<file path="config.mk">
export PLATFORM = sky130hd
export DESIGN_NAME = memcard_cmd_core
export DESIGN_NICKNAME = d
export VERILOG_FILES = /design/src/memcard_pkg.sv /design/src/bit_sync.sv /design/src/crc7_step.sv /design/src/memcard_cmd_core.sv
export VERILOG_INCLUDE_DIRS = /design/src
export SDC_FILE = /design/constraint.sdc
export NUM_CORES = 1
export LEC_CHECK = 0
export BUFFER_PORTS_ARGS = -buffer_cell sky130_fd_sc_hd__buf_2
export CAP_MARGIN = 40
export CORE_ASPECT_RATIO = 0.5
export CORE_MARGIN = 3
export CORE_UTILIZATION = 40
export DETAILED_ROUTE_END_ITERATION = 12
export PLACE_DENSITY_LB_ADDON = 0.3
export SYNTH_ARGS = -nofsm -noshare
export SYNTH_HDL_FRONTEND = slang
export SYNTH_HIERARCHICAL = 1
export SYNTH_SLANG_ARGS = --single-unit
</file>
<file path="constraint.sdc">
create_clock -name core_clk -period 13.3 [get_ports core_clk]
set_input_delay 2.66 -clock core_clk [delete_from_list [all_inputs] [get_ports core_clk]]
set_output_delay 2.66 -clock core_clk [all_outputs]
set_load 0.01 [all_outputs]
</file>
<file path="src/memcard_consts.svh">
// Purpose: shared constants of the card command layer
// Assumes: one card, one command line and one data line
// Notes: offsets are byte addresses on the register bus
`ifndef MEMCARD_CONSTS_SVH
`define MEMCARD_CONSTS_SVH
// frame layout: 48 bits, crc covers the first 40
`define FRAME_LAST 6'h2f
`define CRC_END 6'h28
`define FRAME_BITS 6'h30
`define RESP_DELAY 2'h2
// card-specific data values
`define WSF_CODE 3'h2
`define BLK_LEN_CODE 4'h9
`define CLASS_FIELD 12'h00ff
`define TIMEOUT_MULT 32'h0000_000a
// address slices: byte address -> sector, group
`define SECT_LSB 9
`define SECT_MSB 14
`define GRP_LSB 13
// response status bits
`define ST_ERR 19
`define ST_ABORT 13
`define ST_READY 8
// command indexes
`define CMD_TAG_S0 6'h20
`define CMD_TAG_S1 6'h21
`define CMD_UNTAG_S 6'h22
`define CMD_TAG_G0 6'h23
`define CMD_TAG_G1 6'h24
`define CMD_UNTAG_G 6'h25
`define CMD_ERASE 6'h26
`define CMD_SET_WP 6'h1c
`define CMD_CLR_WP 6'h1d
// register offsets
`define REG_ASYNC 5'h00
`define REG_CLKACC 5'h04
`define REG_CTRL 5'h08
`define REG_STATUS 5'h0c
`define REG_CARD 5'h10
`define REG_TAGS 5'h14
// register reset values and bus response codes
`define ASYNC_RST 16'h0010
`define CLKACC_RST 16'h0004
`define RESP_OKAY 2'h0
`define RESP_SLVERR 2'h2
`endif

</file>
<file path="src/memcard_pkg.sv">
// Purpose: types of the card command layer
// Assumes: constants come from memcard_consts.svh
// Notes: all state of the core is one packed struct
package memcard_pkg;
    typedef enum logic [0:0] {RX_IDLE = 1'b0, RX_SHIFT = 1'b1} rx_e;
    typedef enum logic [1:0] {
        TX_IDLE = 2'b00, TX_WAIT = 2'b01, TX_SHIFT = 2'b10
    } tx_e;
    typedef enum logic [1:0] {
        OP_NONE = 2'b00, OP_READ = 2'b01, OP_PROG = 2'b10
    } op_e;
    typedef struct packed {
        rx_e rx;
        logic [5:0] rx_cnt;
        logic [47:0] rx_sh;
        logic [6:0] rx_crc;
        tx_e tx;
        logic [5:0] tx_cnt;
        logic [47:0] tx_sh;
        logic [6:0] tx_crc;
        logic cmd_out;
        logic cmd_oe;
        logic dat_out;
        logic dat_oe;
        logic lclk_d;
        op_e op;
        logic [31:0] op_cnt;
        logic rd_tok;
        logic [63:0] sect_tag;
        logic [3:0] grp_tag;
        logic [3:0] wp;
        logic tag_pend;
        logic aborted;
        logic err;
        logic [15:0] async_cyc;
        logic [15:0] clkacc_cyc;
        logic stall;
        logic [5:0] last_cmd;
        logic [7:0] crc_fail;
        logic aw_have;
        logic w_have;
        logic [4:0] waddr;
        logic [31:0] wdata;
        logic [3:0] wstrb;
        logic awready;
        logic wready;
        logic bvalid;
        logic [1:0] bresp;
        logic arready;
        logic rvalid;
        logic [31:0] rdata;
        logic [1:0] rresp;
    } core_s;
endpackage

</file>
<file path="src/bit_sync.sv">
// Purpose: two-stage synchroniser for pin inputs
// Assumes: inputs are levels from another clock domain
// Notes: only the second stage may be read by logic
`timescale 1ns/10ps
module bit_sync #(parameter int W = 1) (
    // clock and reset
    input wire logic clk,
    input wire logic rst,
    // level in and out
    input wire logic [W-1:0] d,
    output logic [W-1:0] q
);
    logic [W-1:0] meta; // first stage, read by q only

    // two flops back to back
    always_ff @(posedge clk or posedge rst) begin
        if (rst) begin
            meta <= '0;
            q <= '0;
        end else begin
            meta <= d;
            q <= meta;
        end
    end
endmodule

</file>
<file path="src/crc7_step.sv">
// Purpose: one serial step of the 7-bit command checksum
// Assumes: generator x^7 + x^3 + 1, msb first
// Notes: purely combinational
`timescale 1ns/10ps
module crc7_step (
    // running value and next bit
    input wire logic [6:0] crc,
    input wire logic bit_in,
    // updated value
    output logic [6:0] crc_next
);
    logic fb; // feedback term

    // shift left, fold feedback into taps 3 and 0
    always_comb begin
        fb = crc[6] ^ bit_in;
        crc_next = {crc[5:3], crc[2] ^ fb, crc[1:0], fb};
    end
endmodule

</file>
<file path="src/memcard_cmd_core.sv">
// Purpose: command layer of a removable flash card
// Assumes: card_clk is slow against core_clk (8x or more)
// Notes: memory array itself sits outside; timing is modelled
//
// Contract
// - card only answers commands, never starts
// - byte is smallest unit; blocks whole bytes
// - sector size equals write block length
// - one tag bit per sector, group
// - erase clears all tagged units at once
// - non-tag commands clear every tag bit
// - other commands abandon pending tag-erase
// - write-protect bit per protect group
// - command classes 0 to 7 supported
// - class 0 always; classes reported
// - bc silent, others answer on cmd
// - frame 48 bits, msb first, crc, end
// - index 6 bits, argument 32, crc 7
// - abort with error past ten times typical
// - read latency is async plus clock access
// - program time is read latency times factor
// - write speed factor code 2 means 4
// - erase group spans 16 write blocks
//
// Added by the designer: the AXI4-Lite register port and the placing of the registers.
`timescale 1ns/10ps
`include "memcard_consts.svh"
module memcard_cmd_core
    import memcard_pkg::*;
(
    // clock and reset
    input wire logic core_clk,
    input wire logic sys_rst,
    // card bus pins
    input wire logic card_clk,
    input wire logic cmd_in,
    output logic cmd_out,
    output logic cmd_oe,
    output logic dat_out,
    output logic dat_oe,
    // axi4-lite write address
    input wire logic awvalid,
    output logic awready,
    input wire logic [4:0] awaddr,
    // axi4-lite write data
    input wire logic wvalid,
    output logic wready,
    input wire logic [31:0] wdata,
    input wire logic [3:0] wstrb,
    // axi4-lite write response
    output logic bvalid,
    input wire logic bready,
    output logic [1:0] bresp,
    // axi4-lite read address
    input wire logic arvalid,
    output logic arready,
    input wire logic [4:0] araddr,
    // axi4-lite read data
    output logic rvalid,
    input wire logic rready,
    output logic [31:0] rdata,
    output logic [1:0] rresp
);
    ////////////////////////////////////////////////////////////////////
    core_s s; // registered state
    core_s n; // next state
    logic [1:0] pins_s; // synchronised {card_clk, cmd_in}
    logic lclk; // link clock level
    logic cmd_bit; // command line level
    logic [6:0] rx_crc_nx; // receive checksum step
    logic [6:0] tx_crc_nx; // transmit checksum step
    logic [6:0] rx_crc_in; // receive checksum seed
    logic tx_bit; // bit going out on this edge

    // both pins are sampled together so their skew is kept
    bit_sync #(.W(2)) u_sync (
        .clk(core_clk),
        .rst(sys_rst),
        .d({card_clk, cmd_in}),
        .q(pins_s)
    );
    assign lclk = pins_s[1];
    assign cmd_bit = pins_s[0];
    assign rx_crc_in = (s.rx == RX_IDLE) ? 7'h00 : s.rx_crc;
    crc7_step u_rx_crc (
        .crc(rx_crc_in),
        .bit_in(cmd_bit),
        .crc_next(rx_crc_nx)
    );
    // checksum bits replace the shifter for bits 40 to 46
    assign tx_bit = (s.tx_cnt >= `CRC_END && s.tx_cnt < `FRAME_LAST) ?
        s.tx_crc[6] : s.tx_sh[47];
    crc7_step u_tx_crc (
        .crc(s.tx_crc),
        .bit_in(tx_bit),
        .crc_next(tx_crc_nx)
    );

    ////////////////////////////////////////////////////////////////////
    // next-state logic: link edges, frame receive, commands, timer, bus
    always_comb begin
        logic rise;
        logic fall;
        logic [47:0] fr;
        logic fr_done;
        logic fr_ok;
        logic [5:0] idx;
        logic [31:0] arg;
        logic sup;
        logic silent;
        logic is_tag;
        logic [5:0] sect;
        logic [1:0] grp;
        logic [31:0] rd_typ;
        logic [31:0] typ;
        logic [31:0] st;
        logic [31:0] rv;
        rise = 1'b0;
        fall = 1'b0;
        fr = '0;
        fr_done = 1'b0;
        fr_ok = 1'b0;
        idx = '0;
        arg = '0;
        sup = 1'b0;
        silent = 1'b0;
        is_tag = 1'b0;
        sect = '0;
        grp = '0;
        rd_typ = '0;
        typ = '0;
        st = '0;
        rv = '0;
        n = s;
        // link clock edges found on the synchronised level
        rise = lclk & ~s.lclk_d;
        fall = ~lclk & s.lclk_d;
        n.lclk_d = lclk;

        // register bus: address and data taken in either order
        if (awvalid && s.awready) begin
            n.aw_have = 1'b1;
            n.waddr = awaddr;
        end
        if (wvalid && s.wready) begin
            n.w_have = 1'b1;
            n.wdata = wdata;
            n.wstrb = wstrb;
        end
        if (bvalid && bready) begin
            n.bvalid = 1'b0;
        end
        // both halves held: perform the write and answer
        if (s.aw_have && s.w_have && !s.bvalid) begin
            n.aw_have = 1'b0;
            n.w_have = 1'b0;
            n.bvalid = 1'b1;
            n.bresp = `RESP_OKAY;
            case (s.waddr)
                `REG_ASYNC: begin
                    if (s.wstrb[0]) n.async_cyc[7:0] = s.wdata[7:0];
                    if (s.wstrb[1]) n.async_cyc[15:8] = s.wdata[15:8];
                end
                `REG_CLKACC: begin
                    if (s.wstrb[0]) n.clkacc_cyc[7:0] = s.wdata[7:0];
                    if (s.wstrb[1]) n.clkacc_cyc[15:8] = s.wdata[15:8];
                end
                `REG_CTRL: begin
                    // error clear first; a new error later wins
                    if (s.wstrb[0]) begin
                        n.stall = s.wdata[0];
                        if (s.wdata[1]) n.err = 1'b0;
                    end
                end
                // read-only or unmapped: refused with an error
                default: n.bresp = `RESP_SLVERR;
            endcase
        end
        if (rvalid && rready) begin
            n.rvalid = 1'b0;
        end
        // read: answer the cycle after the address is taken
        if (arvalid && s.arready) begin
            n.rvalid = 1'b1;
            n.rresp = `RESP_OKAY;
            case (araddr)
                `REG_ASYNC: rv = {16'h0000, s.async_cyc};
                `REG_CLKACC: rv = {16'h0000, s.clkacc_cyc};
                `REG_CTRL: rv = {31'h0000_0000, s.stall};
                `REG_STATUS: begin
                    rv = {8'h00, s.crc_fail, 2'h0, s.last_cmd,
                        3'h0, s.aborted, s.tag_pend, s.err,
                        s.op != OP_NONE, s.op == OP_READ};
                end
                `REG_CARD: begin
                    rv = {5'h00, `WSF_CODE, 4'h0, `BLK_LEN_CODE, 4'h0,
                        `CLASS_FIELD};
                end
                `REG_TAGS: rv = {20'h0_0000, s.wp, 4'h0, s.grp_tag};
                default: begin
                    rv = '0;
                    n.rresp = `RESP_SLVERR;
                end
            endcase
            n.rdata = rv;
        end
        n.awready = ~n.aw_have & ~n.bvalid;
        n.wready = ~n.w_have & ~n.bvalid;
        n.arready = ~n.rvalid;

        if (rise) begin
            case (s.rx)
                RX_IDLE: begin
                    if (!cmd_bit && s.tx == TX_IDLE) begin
                        n.rx = RX_SHIFT;
                        n.rx_cnt = 6'h01;
                        n.rx_sh = {47'h0, cmd_bit};
                        n.rx_crc = rx_crc_nx;
                    end
                end
                RX_SHIFT: begin
                    n.rx_sh = {s.rx_sh[46:0], cmd_bit};
                    if (s.rx_cnt < `CRC_END) n.rx_crc = rx_crc_nx;
                    n.rx_cnt = s.rx_cnt + 6'h01;
                    if (s.rx_cnt == `FRAME_LAST) begin
                        n.rx = RX_IDLE;
                        fr = {s.rx_sh[46:0], cmd_bit};
                        fr_done = 1'b1;
                    end
                end
                default: n.rx = RX_IDLE;
            endcase
        end
        idx = fr[45:40];
        arg = fr[39:8];
        fr_ok = fr_done && fr[46] && fr[0] && (fr[7:1] == s.rx_crc);
        if (fr_done && !fr_ok) n.crc_fail = s.crc_fail + 8'h01;

        // class 0 to 7 command set
        case (idx)
            6'h00, 6'h01, 6'h02, 6'h03, 6'h04, 6'h07, 6'h09, 6'h0a,
            6'h0b, 6'h0c, 6'h0d, 6'h0f, 6'h10, 6'h11, 6'h12, 6'h14,
            6'h17, 6'h18, 6'h19, 6'h1a, 6'h1b, 6'h1c, 6'h1d, 6'h1e,
            6'h20, 6'h21, 6'h22, 6'h23, 6'h24, 6'h25, 6'h26,
            6'h2a: sup = 1'b1;
            default: sup = 1'b0;
        endcase
        silent = (idx == 6'h00) || (idx == 6'h04) || (idx == 6'h0f);
        is_tag = (idx >= `CMD_TAG_S0) && (idx <= `CMD_UNTAG_G);
        sect = arg[`SECT_MSB:`SECT_LSB];
        grp = arg[`SECT_MSB:`GRP_LSB];

        if (fr_ok && sup) begin
            n.last_cmd = idx;
            if (!is_tag && idx != `CMD_ERASE) begin
                n.aborted = s.tag_pend;
                n.tag_pend = 1'b0;
            end
            if (!is_tag) begin
                n.sect_tag = '0;
                n.grp_tag = '0;
            end
            case (idx)
                `CMD_TAG_S0, `CMD_TAG_S1: begin
                    n.sect_tag[sect] = 1'b1;
                    n.tag_pend = 1'b1;
                    n.aborted = 1'b0;
                end
                `CMD_UNTAG_S: n.sect_tag[sect] = 1'b0;
                `CMD_TAG_G0, `CMD_TAG_G1: begin
                    n.grp_tag[grp] = 1'b1;
                    n.tag_pend = 1'b1;
                    n.aborted = 1'b0;
                end
                `CMD_UNTAG_G: n.grp_tag[grp] = 1'b0;
                // all tagged units in one erase
                `CMD_ERASE: begin
                    if (s.tag_pend && s.op == OP_NONE) begin
                        n.op = OP_PROG;
                        n.op_cnt = '0;
                    end
                    n.tag_pend = 1'b0;
                end
                `CMD_SET_WP, `CMD_CLR_WP: begin
                    if (s.op == OP_NONE) begin
                        n.wp[grp] = (idx == `CMD_SET_WP);
                        n.op = OP_PROG;
                        n.op_cnt = '0;
                    end
                end
                6'h14, 6'h18, 6'h19, 6'h1a, 6'h1b: begin
                    if (s.op == OP_NONE) begin
                        n.op = OP_PROG;
                        n.op_cnt = '0;
                    end
                end
                6'h0b, 6'h11, 6'h12: begin
                    if (s.op == OP_NONE) begin
                        n.op = OP_READ;
                        n.op_cnt = '0;
                    end
                end
                default: begin
                end
            endcase
            if (!silent) begin
                st[`ST_ERR] = s.err;
                st[`ST_ABORT] = n.aborted;
                st[`ST_READY] = (s.op == OP_NONE);
                n.tx = TX_WAIT;
                n.tx_cnt = {4'h0, `RESP_DELAY};
                n.tx_sh = {2'b00, idx, st, 7'h00, 1'b1};
                n.tx_crc = 7'h00;
            end
        end

        // read latency from both access terms
        rd_typ = {16'h0000, s.async_cyc} + {16'h0000, s.clkacc_cyc};
        typ = (s.op == OP_READ) ? rd_typ : rd_typ << `WSF_CODE;
        if (s.op != OP_NONE) begin
            n.op_cnt = s.op_cnt + 32'h0000_0001;
            // give up past ten times typical
            if (s.op_cnt >= 32'(typ * `TIMEOUT_MULT)) begin
                n.op = OP_NONE;
                n.err = 1'b1;
            end else if (s.op_cnt >= typ && !s.stall) begin
                n.op = OP_NONE;
                n.rd_tok = (s.op == OP_READ);
            end
        end

        // response and data line change on falling link edges
        if (fall) begin
            // busy low while programming, start bit held two card clocks for reads
            n.dat_oe = (s.op == OP_PROG) | s.rd_tok;
            n.dat_out = 1'b0;
            if (s.rd_tok && s.dat_oe) n.rd_tok = 1'b0;
            case (s.tx)
                TX_IDLE: n.cmd_oe = 1'b0;
                TX_WAIT: begin
                    n.tx_cnt = s.tx_cnt - 6'h01;
                    if (s.tx_cnt == 6'h01) begin
                        n.tx = TX_SHIFT;
                        n.tx_cnt = '0;
                    end
                end
                TX_SHIFT: begin
                    n.cmd_oe = (s.tx_cnt != `FRAME_BITS);
                    n.cmd_out = tx_bit | (s.tx_cnt == `FRAME_BITS);
                    n.tx_sh = {s.tx_sh[46:0], 1'b0};
                    n.tx_cnt = s.tx_cnt + 6'h01;
                    if (s.tx_cnt < `CRC_END) n.tx_crc = tx_crc_nx;
                    else n.tx_crc = {s.tx_crc[5:0], 1'b0};
                    if (s.tx_cnt == `FRAME_BITS) n.tx = TX_IDLE;
                end
                default: n.tx = TX_IDLE;
            endcase
        end
    end

    ////////////////////////////////////////////////////////////////////
    // state register; bus ready lines start high
    always_ff @(posedge core_clk or posedge sys_rst) begin
        if (sys_rst) begin
            s <= '0;
            s.cmd_out <= 1'b1;
            s.dat_out <= 1'b1;
            s.async_cyc <= `ASYNC_RST;
            s.clkacc_cyc <= `CLKACC_RST;
            s.awready <= 1'b1;
            s.wready <= 1'b1;
            s.arready <= 1'b1;
        end else begin
            s <= n;
        end
    end

    ////////////////////////////////////////////////////////////////////
    // outputs straight from the state register
    assign cmd_out = s.cmd_out;
    assign cmd_oe = s.cmd_oe;
    assign dat_out = s.dat_out;
    assign dat_oe = s.dat_oe;
    assign awready = s.awready;
    assign wready = s.wready;
    assign bvalid = s.bvalid;
    assign bresp = s.bresp;
    assign arready = s.arready;
    assign rvalid = s.rvalid;
    assign rdata = s.rdata;
    assign rresp = s.rresp;
endmodule

</file>
==> results.json, run 1 <==
{
  "status": "finished clean",
  "pwr-share-comb_pct": 23.1,
  "cts.sinks": 282,
  "via_count": 12000,
  "worst_setup_path_start_kind": "register",
  "synth-warning-count": 6,
  "cp.required_ns": 13.76,
  "maxCapViolations": 0,
  "power_uw": 2490,
  "drt_iter0_drc": 991,
  "wl_per_cell_microns": 15.8,
  "ys_seq_area_share_pct": 44.2,
  "power_frac_clock_pct": 34.8,
  "p_int_uw": 1750,
  "cts_tree": "built",
  "syn_area_sq_um": 16000,
  "avgViaCountPerCell": 5.37,
  "postCtsResizedCells": 0,
  "post_cts_buffers": 0,
  "nFillCells": 3742,
  "synth_edf_count": 0,
  "die_w_microns": 289,
  "portBuffers": 72,
  "grt_overflow": 0,
  "crit_path_end_kind": "register",
  "ys_types": 78,
  "postRouteAntennaNets": 0,
  "criticalPathCategory": "reg2reg",
  "gp_congestion": 0.856,
  "ios": 100,
  "p_sw_share_pct": 29.7,
  "synth_cells": 1668,
  "slew_violations": 0,
  "drive_gt1_share_pct": 14.3,
  "htreeDepth": 1,
  "drc_errors": 0,
  "dr.pass1.iters": 5,
  "clk_pin_slew_ns": 0.07,
  "root_buffer": "clkbuf_16",
  "min_period_over_period_pct": 46.8,
  "grt_pass1_vias": 11500,
  "hold_viol_final": 0,
  "clk_latency_ns": 0.59,
  "rsz0062_at_grt": "no",
  "power.switching_uw": 739,
  "tns_ns": 0,
  "dieArea_sq_um": 42600,
  "area_growth_pct": 10.5,
  "fmax_ghz": 0.161,
  "grt_pass1_wl_microns": 59400,
  "chipHeight_microns": 147,
  "fin_nets": 1825,
  "avgSynthCellArea_sq_um": 9.59,
  "synth_top_area_share_pct": 43.0,
  "dp_hpwl_microns": 24500,
  "cts_max_path_buffers": 3,
  "synth_area_leader_cell": "dfrtp_1",
  "drt-total-wl_microns": 35200,
  "hp-class": "reg2reg",
  "antenna_found_initial": 2,
  "path_max_fanout": 7,
  "yosys-top-cells-area": "dfrtp_1, ha_1, o21ai_0, mux2_2, nand2_1",
  "fin_crit_ns": 6.22,
  "grt_max_degree": 159,
  "ctsHoldBuffers": 0,
  "tightest_slew_ns": 0.884,
  "critical_path_arrival_ns": 6.68,
  "numCtsBuffers": 28,
  "rows": 51,
  "skew_ns": 0.0415,
  "initial_utilization_pct": 40.8,
  "irDropWorstVdd_mv": 0.0925,
  "grt_usage_pct": 16.6,
  "power_density_nw_per_um2": 141,
  "core_sq_um": 39200,
  "power_leakage_uw": 0.00823,
  "synth-seq-cells": 282,
  "async_reset_ff_share_pct": 100,
  "seqPwrFrac_pct": 42.1,
  "yosys_most_used_dff": "dfrtp_1",
  "setup_viol": 0,
  "max-slew-margin-rel_pct": 40.6
}
==> final timing paths <==
kind	start	endpoint	slack, ns	depth (start not counted)
setup / recovery	s[115]	s[240]	7.08	24
hold / removal	u_sync/meta[0]	u_sync/q[0]	0.36	0
setup reg to reg	s[115]	s[240]	7.08	24
hold reg to reg	u_sync/meta[0]	u_sync/q[0]	0.36	0
max in group asynchronous	sys_rst	s[116]	9.81	4
min in group asynchronous	sys_rst	s[302]	1.99	2
==> placed cells by master, fill, tap and decap left out, drive strengths merged, types with 17 or more instances in the layout <==
| master | instances |
|---|---|
| clkbuf | 40 |
| nor3 | 23 |
| o21a | 21 |
| a22o | 53 |
| dfrtp | 275 |
| mux2 | 72 |
| and2 | 22 |
| xor2 | 24 |
| buf | 92 |
| nor2 | 103 |
| xnor2 | 34 |
| ha | 93 |
| o21ai | 171 |
| a31oi | 17 |
| nand3 | 53 |
| a21oi | 67 |
| inv | 53 |
| nor2b | 17 |
| nand2 | 216 |
==> per-layer routing <==
metal	GRT usage (%)	up-vias	share of wire (%)
li1	-	5926	-
met1	24.7	5822	49
met2	25.6	169	45
met3	2.74	49	3.8
met4	3.60	2	1.9
met5	0	-	0.037
==> state kept, by name, summed over array words and instances (netlist names) <==
register     cells
arready          1
awready          1
bresp            1
bvalid           1
cmd_oe           1
cmd_out          1
dat_oe           1
dat_out          1
rdata           25
rresp            1
rvalid           1
s              242
u_sync/meta      2
u_sync/q         2
wready           1
==> per-stage QoR <==
| stage | instances | hold slack, ns | util (%) | cell area [sq um] | setup slack [ns] |
|---|---|---|---|---|---|
| 6_report | 2228 | 0.356 | 45.1 | 17700 | 7.08 |
| 5_1_grt | 2228 | 0.364 | 45.1 | 17700 | 6.67 |
| 3_5_place_dp | 2175 | 0.338 | 42.5 | 16600 | 7.13 |
| 4_1_cts | 2227 | 0.357 | 45.1 | 17700 | 7.15 |
| 3_3_place_gp | 2169 | 0.335 | 42.2 | 16500 | 7.16 |
| 2_1_floorplan | 1676 | 0.331 | - | 16000 | 2.99 |
==> cell usage after synthesis (10+ instances only) <==
cell type,instances
inv_1,50
mux2i_1,14
a211oi_1,10
o21ai_0,171
dfrtp_1,275
and3_1,15
nand3_1,53
a21o_1,16
o21a_1,21
nor2b_1,16
xnor2_1,34
nand2b_1,15
a31oi_1,16
clkbuf_1,67
mux2_2,72
a21oi_1,65
buf_4,48
a22o_1,53
nor2_1,102
xor2_1,24
nor3_1,23
nand4_1,10
ha_1,93
and2_1,21
nand2_1,216
o31ai_1,14
nor4_1,10
==> power groups by stage <==
| stage | clock (uW) | combinational, uW | sequential (uW) |
|---|---|---|---|
| after global placement | 0 | 563 | 1060 |
| after CTS | 892 | 583 | 1050 |
| after detailed placement | 0 | 578 | 1060 |
| final | 865 | 575 | 1050 |
| after floorplan | 0 | 473 | 1030 |
| after global routing | 930 | 653 | 1060 |
==> worst max-delay path, stage by stage (launching register included) <==
cell and delay [ns]:
dfrtp_1 0.39, ha_1 0.28, inv_1 0.08, fa_1 0.44
nor2b_4 0.16, o31ai_2 0.12, a211oi_1 0.55, o22a_1 0.29
a21o_1 0.18, o21ai_0 0.09, a221o_1 0.43, ha_1 0.33
ha_1 0.39, and3_1 0.22, o211a_1 0.11, o31a_1 0.30
o22ai_1 0.20, xnor2_1 0.09, ha_1 0.32, nand4b_1 0.16
nor2_1 0.15, o221ai_1 0.14, a31oi_1 0.39, o21a_1 0.23
a211oi_1 0.07
==> final cells by class <==
cell class,instances,area [sq um],area share (%)
multi-input cells,1221,8140,46.0
flip-flops and latches,282,7070,40.0
clock buffers,40,826,4.67
well taps,530,663,3.75
repair buffers,92,578,3.27
clock inverters,12,203,1.15
inverters,50,195,1.10
diodes,1,2.50,0.0142
==> kinds of logic (layout without fill, tap and decap cells) <==
kind of cell | after synthesis | count (layout) | share of synthesized area (%)
and+or+nand+nor | 521 | 521 | 15.2
muxes | 86 | 86 | 5.94
adders and majority gates | 97 | 97 | 7.65
DFF | 282 | 282 | 44.2
buffers and inverters | 173 | 194 | 5.30
AOI/OAI and AO/OA | 448 | 448 | 18.3
xor gates and xnor gates | 60 | 60 | 3.47
other | 1 | 10 | 0.0234
(Power assumes the default switching activity.)
==> inputs of run 2 (changes only) <==
clock period = 6.04 ns   (was 13.3 ns; I/O delays follow)
==> results.json, run 2 (synthesized netlist as in run 1, its figures left out) <==
{
  "status": "finished clean",
  "die_w_microns": 289,
  "n_antenna_cell": 0,
  "path_max_fanout": 5,
  "initial_utilization_pct": 40.8,
  "final_cell_mix": "dfrtp_1, nand2_1, o21ai_0, nor2_1, ha_1",
  "path_depth": 24,
  "chipHeight_microns": 147,
  "rows": 51,
  "p_int_uw": 3750,
  "fin_nets": 1845,
  "htreeDepth": 1,
  "seqPwrFrac_pct": 42.8,
  "dp_hpwl_microns": 25000,
  "fmax_ghz": 0.176,
  "dr.pass1.iters": 6,
  "power_frac_clock_pct": 32.7,
  "cp_top_family": "compound AO/OA/AOI/OAI gates",
  "max-slew-margin-rel_pct": 38.0,
  "grt_usage_pct": 16.8,
  "layout.cells.most_common": "dfrtp_1",
  "p_sw_share_pct": 30.2,
  "fin_crit_ns": 5.67,
  "critPathSlowestCell": "a211oi_1",
  "setup_viol": 0,
  "tns_ns": 0,
  "crit_path_cell_trace": "ha_2 -> inv_1 -> fa_2 -> nor2b_4 -> o31ai_4 -> a211oi_1 -> o22a_1 -> a21o_1 -> o21ai_0 -> a221o_1 -> ha_1 -> ha_1 -> and3_1 -> o211a_1 -> o31a_1 -> o22ai_2 -> xnor2_1 -> ha_1 -> a21oi_1 -> nor3b_1 -> nor3_1 -> o21ai_0 -> o21a_4 -> a211oi_1",
  "numCtsBuffers": 27,
  "worst_setup_path_start_kind": "register",
  "pwr-share-comb_pct": 24.4,
  "cts.sinks": 282,
  "path_buf_inv": 1,
  "r2r_cells": 24,
  "hold_viol_final": 0,
  "rsz0062_at_grt": "no",
  "power.switching_uw": 1620,
  "grt_pass1_wl_microns": 60200,
  "nFillCells": 3769,
  "antenna_found_initial": 0,
  "avgViaCountPerCell": 5.40,
  "drc_errors": 0,
  "postRouteAntennaNets": 0,
  "multiInputGateArea_sq_um": 8200,
  "grt_overflow": 0,
  "power_leakage_uw": 0.00829,
  "ios": 100,
  "min_period_over_period_pct": 93.9,
  "power_uw": 5370,
  "tightest_slew_ns": 0.923,
  "dieArea_sq_um": 42600,
  "drt-total-wl_microns": 35800,
  "clk_pin_slew_ns": 0.07,
  "wl_per_cell_microns": 16.0,
  "hp-class": "reg2reg",
  "grt_pass1_vias": 11600,
  "core_sq_um": 39200,
  "cts_tree": "built",
  "clk_latency_ns": 0.57,
  "cts_max_path_buffers": 3,
  "power_density_nw_per_um2": 302,
  "slowest_delay_ns": 0.42,
  "crit_path_end_kind": "register",
  "drt_iter0_drc": 842,
  "gp_congestion": 0.846,
  "criticalPathCategory": "reg2reg",
  "maxCapViolations": 0,
  "worstHoldPathCells": 0,
  "slew_violations": 0,
  "area_growth_pct": 11.1,
  "regArea_sq_um": 7070,
  "max_flop_register": "s",
  "place_ws_ns": 0.183,
  "drive_gt1_share_pct": 16.0,
  "fin_ws_ns": 0.370,
  "reg2reg_slack_ns": 0.37,
  "via_count": 12100,
  "critical_path_arrival_ns": 6.15,
  "cp.required_ns": 6.52,
  "portBuffers": 72,
  "irDropWorstVdd_mv": 0.236,
  "timing.critical_path.mode_cell": "ha_1",
  "skew_ns": 0.0106,
  "grt_max_degree": 134,
  "root_buffer": "clkbuf_16",
  "largest_register_ffs": 242
}
## run 2: path summary, 6_finish.rpt
kind                           startpoint        endpoint
max                                 s[99]          s[240]
min                        u_sync/meta[0]     u_sync/q[0]
max reg2reg                         s[99]          s[240]
min reg2reg                u_sync/meta[0]     u_sync/q[0]
max in group asynchronous         sys_rst          s[102]
min in group asynchronous         sys_rst  u_sync/meta[0]
## run 2: worst register-to-register path: cells and delay by family (launching register included)
family                   cells  cell delay (ns)
AO/OA/AOI/OAI               13             2.88
XOR/XNOR                     1             0.14
buffers and inverters        1             0.07
flip-flops                   1             0.40
AND/OR/NAND/NOR              4             0.56
adder cells (fa/ha/maj)      5             1.51
## run 2: final cells by class
type,instances,area share [%]
multi-input cells,1221,46.1
flip-flops and latches,282,39.7
clock buffers,37,4.41
repair buffers,113,4.18
well taps,530,3.73
inverters,50,1.08
clock inverters,11,0.711
## run 2: power by group through the flow
stage / clock [uW] / sequential, uW / combinational [uW]
after floorplan: 0 / 2270 / 1040
after global placement: 0 / 2330 / 1280
after detailed placement: 0 / 2330 / 1300
after CTS: 1800 / 2300 / 1310
after global routing: 1890 / 2330 / 1490
final: 1760 / 2300 / 1310
## run 2: per-layer routing
| layer | up-vias | part of all wire (%) | track usage [%] |
|---|---|---|---|
| li1 | 5954 | - | - |
| met1 | 5945 | 50 | 25.6 |
| met2 | 178 | 44 | 25.4 |
| met3 | 36 | 4.0 | 2.68 |
| met4 | 0 | 1.7 | 3.22 |
| met5 | - | 0 | 0 |
## run 2: repair_timing
item,CTS,global route
resized for setup,0,20
buffers inserted,0,1
hold buffers,0,0
setup endpoints to repair,0,4
## run 2: per-stage QoR
step	util (%)	std cells	cell area [sq um]	hold slack (ns)
after floorplan	-	1676	16000	0.331
after CTS	45.2	2243	17700	0.357
after global placement	42.6	2188	16700	0.336
after global routing	45.4	2244	17800	0.366
after detailed placement	42.9	2195	16800	0.341
final	45.4	2244	17800	0.353
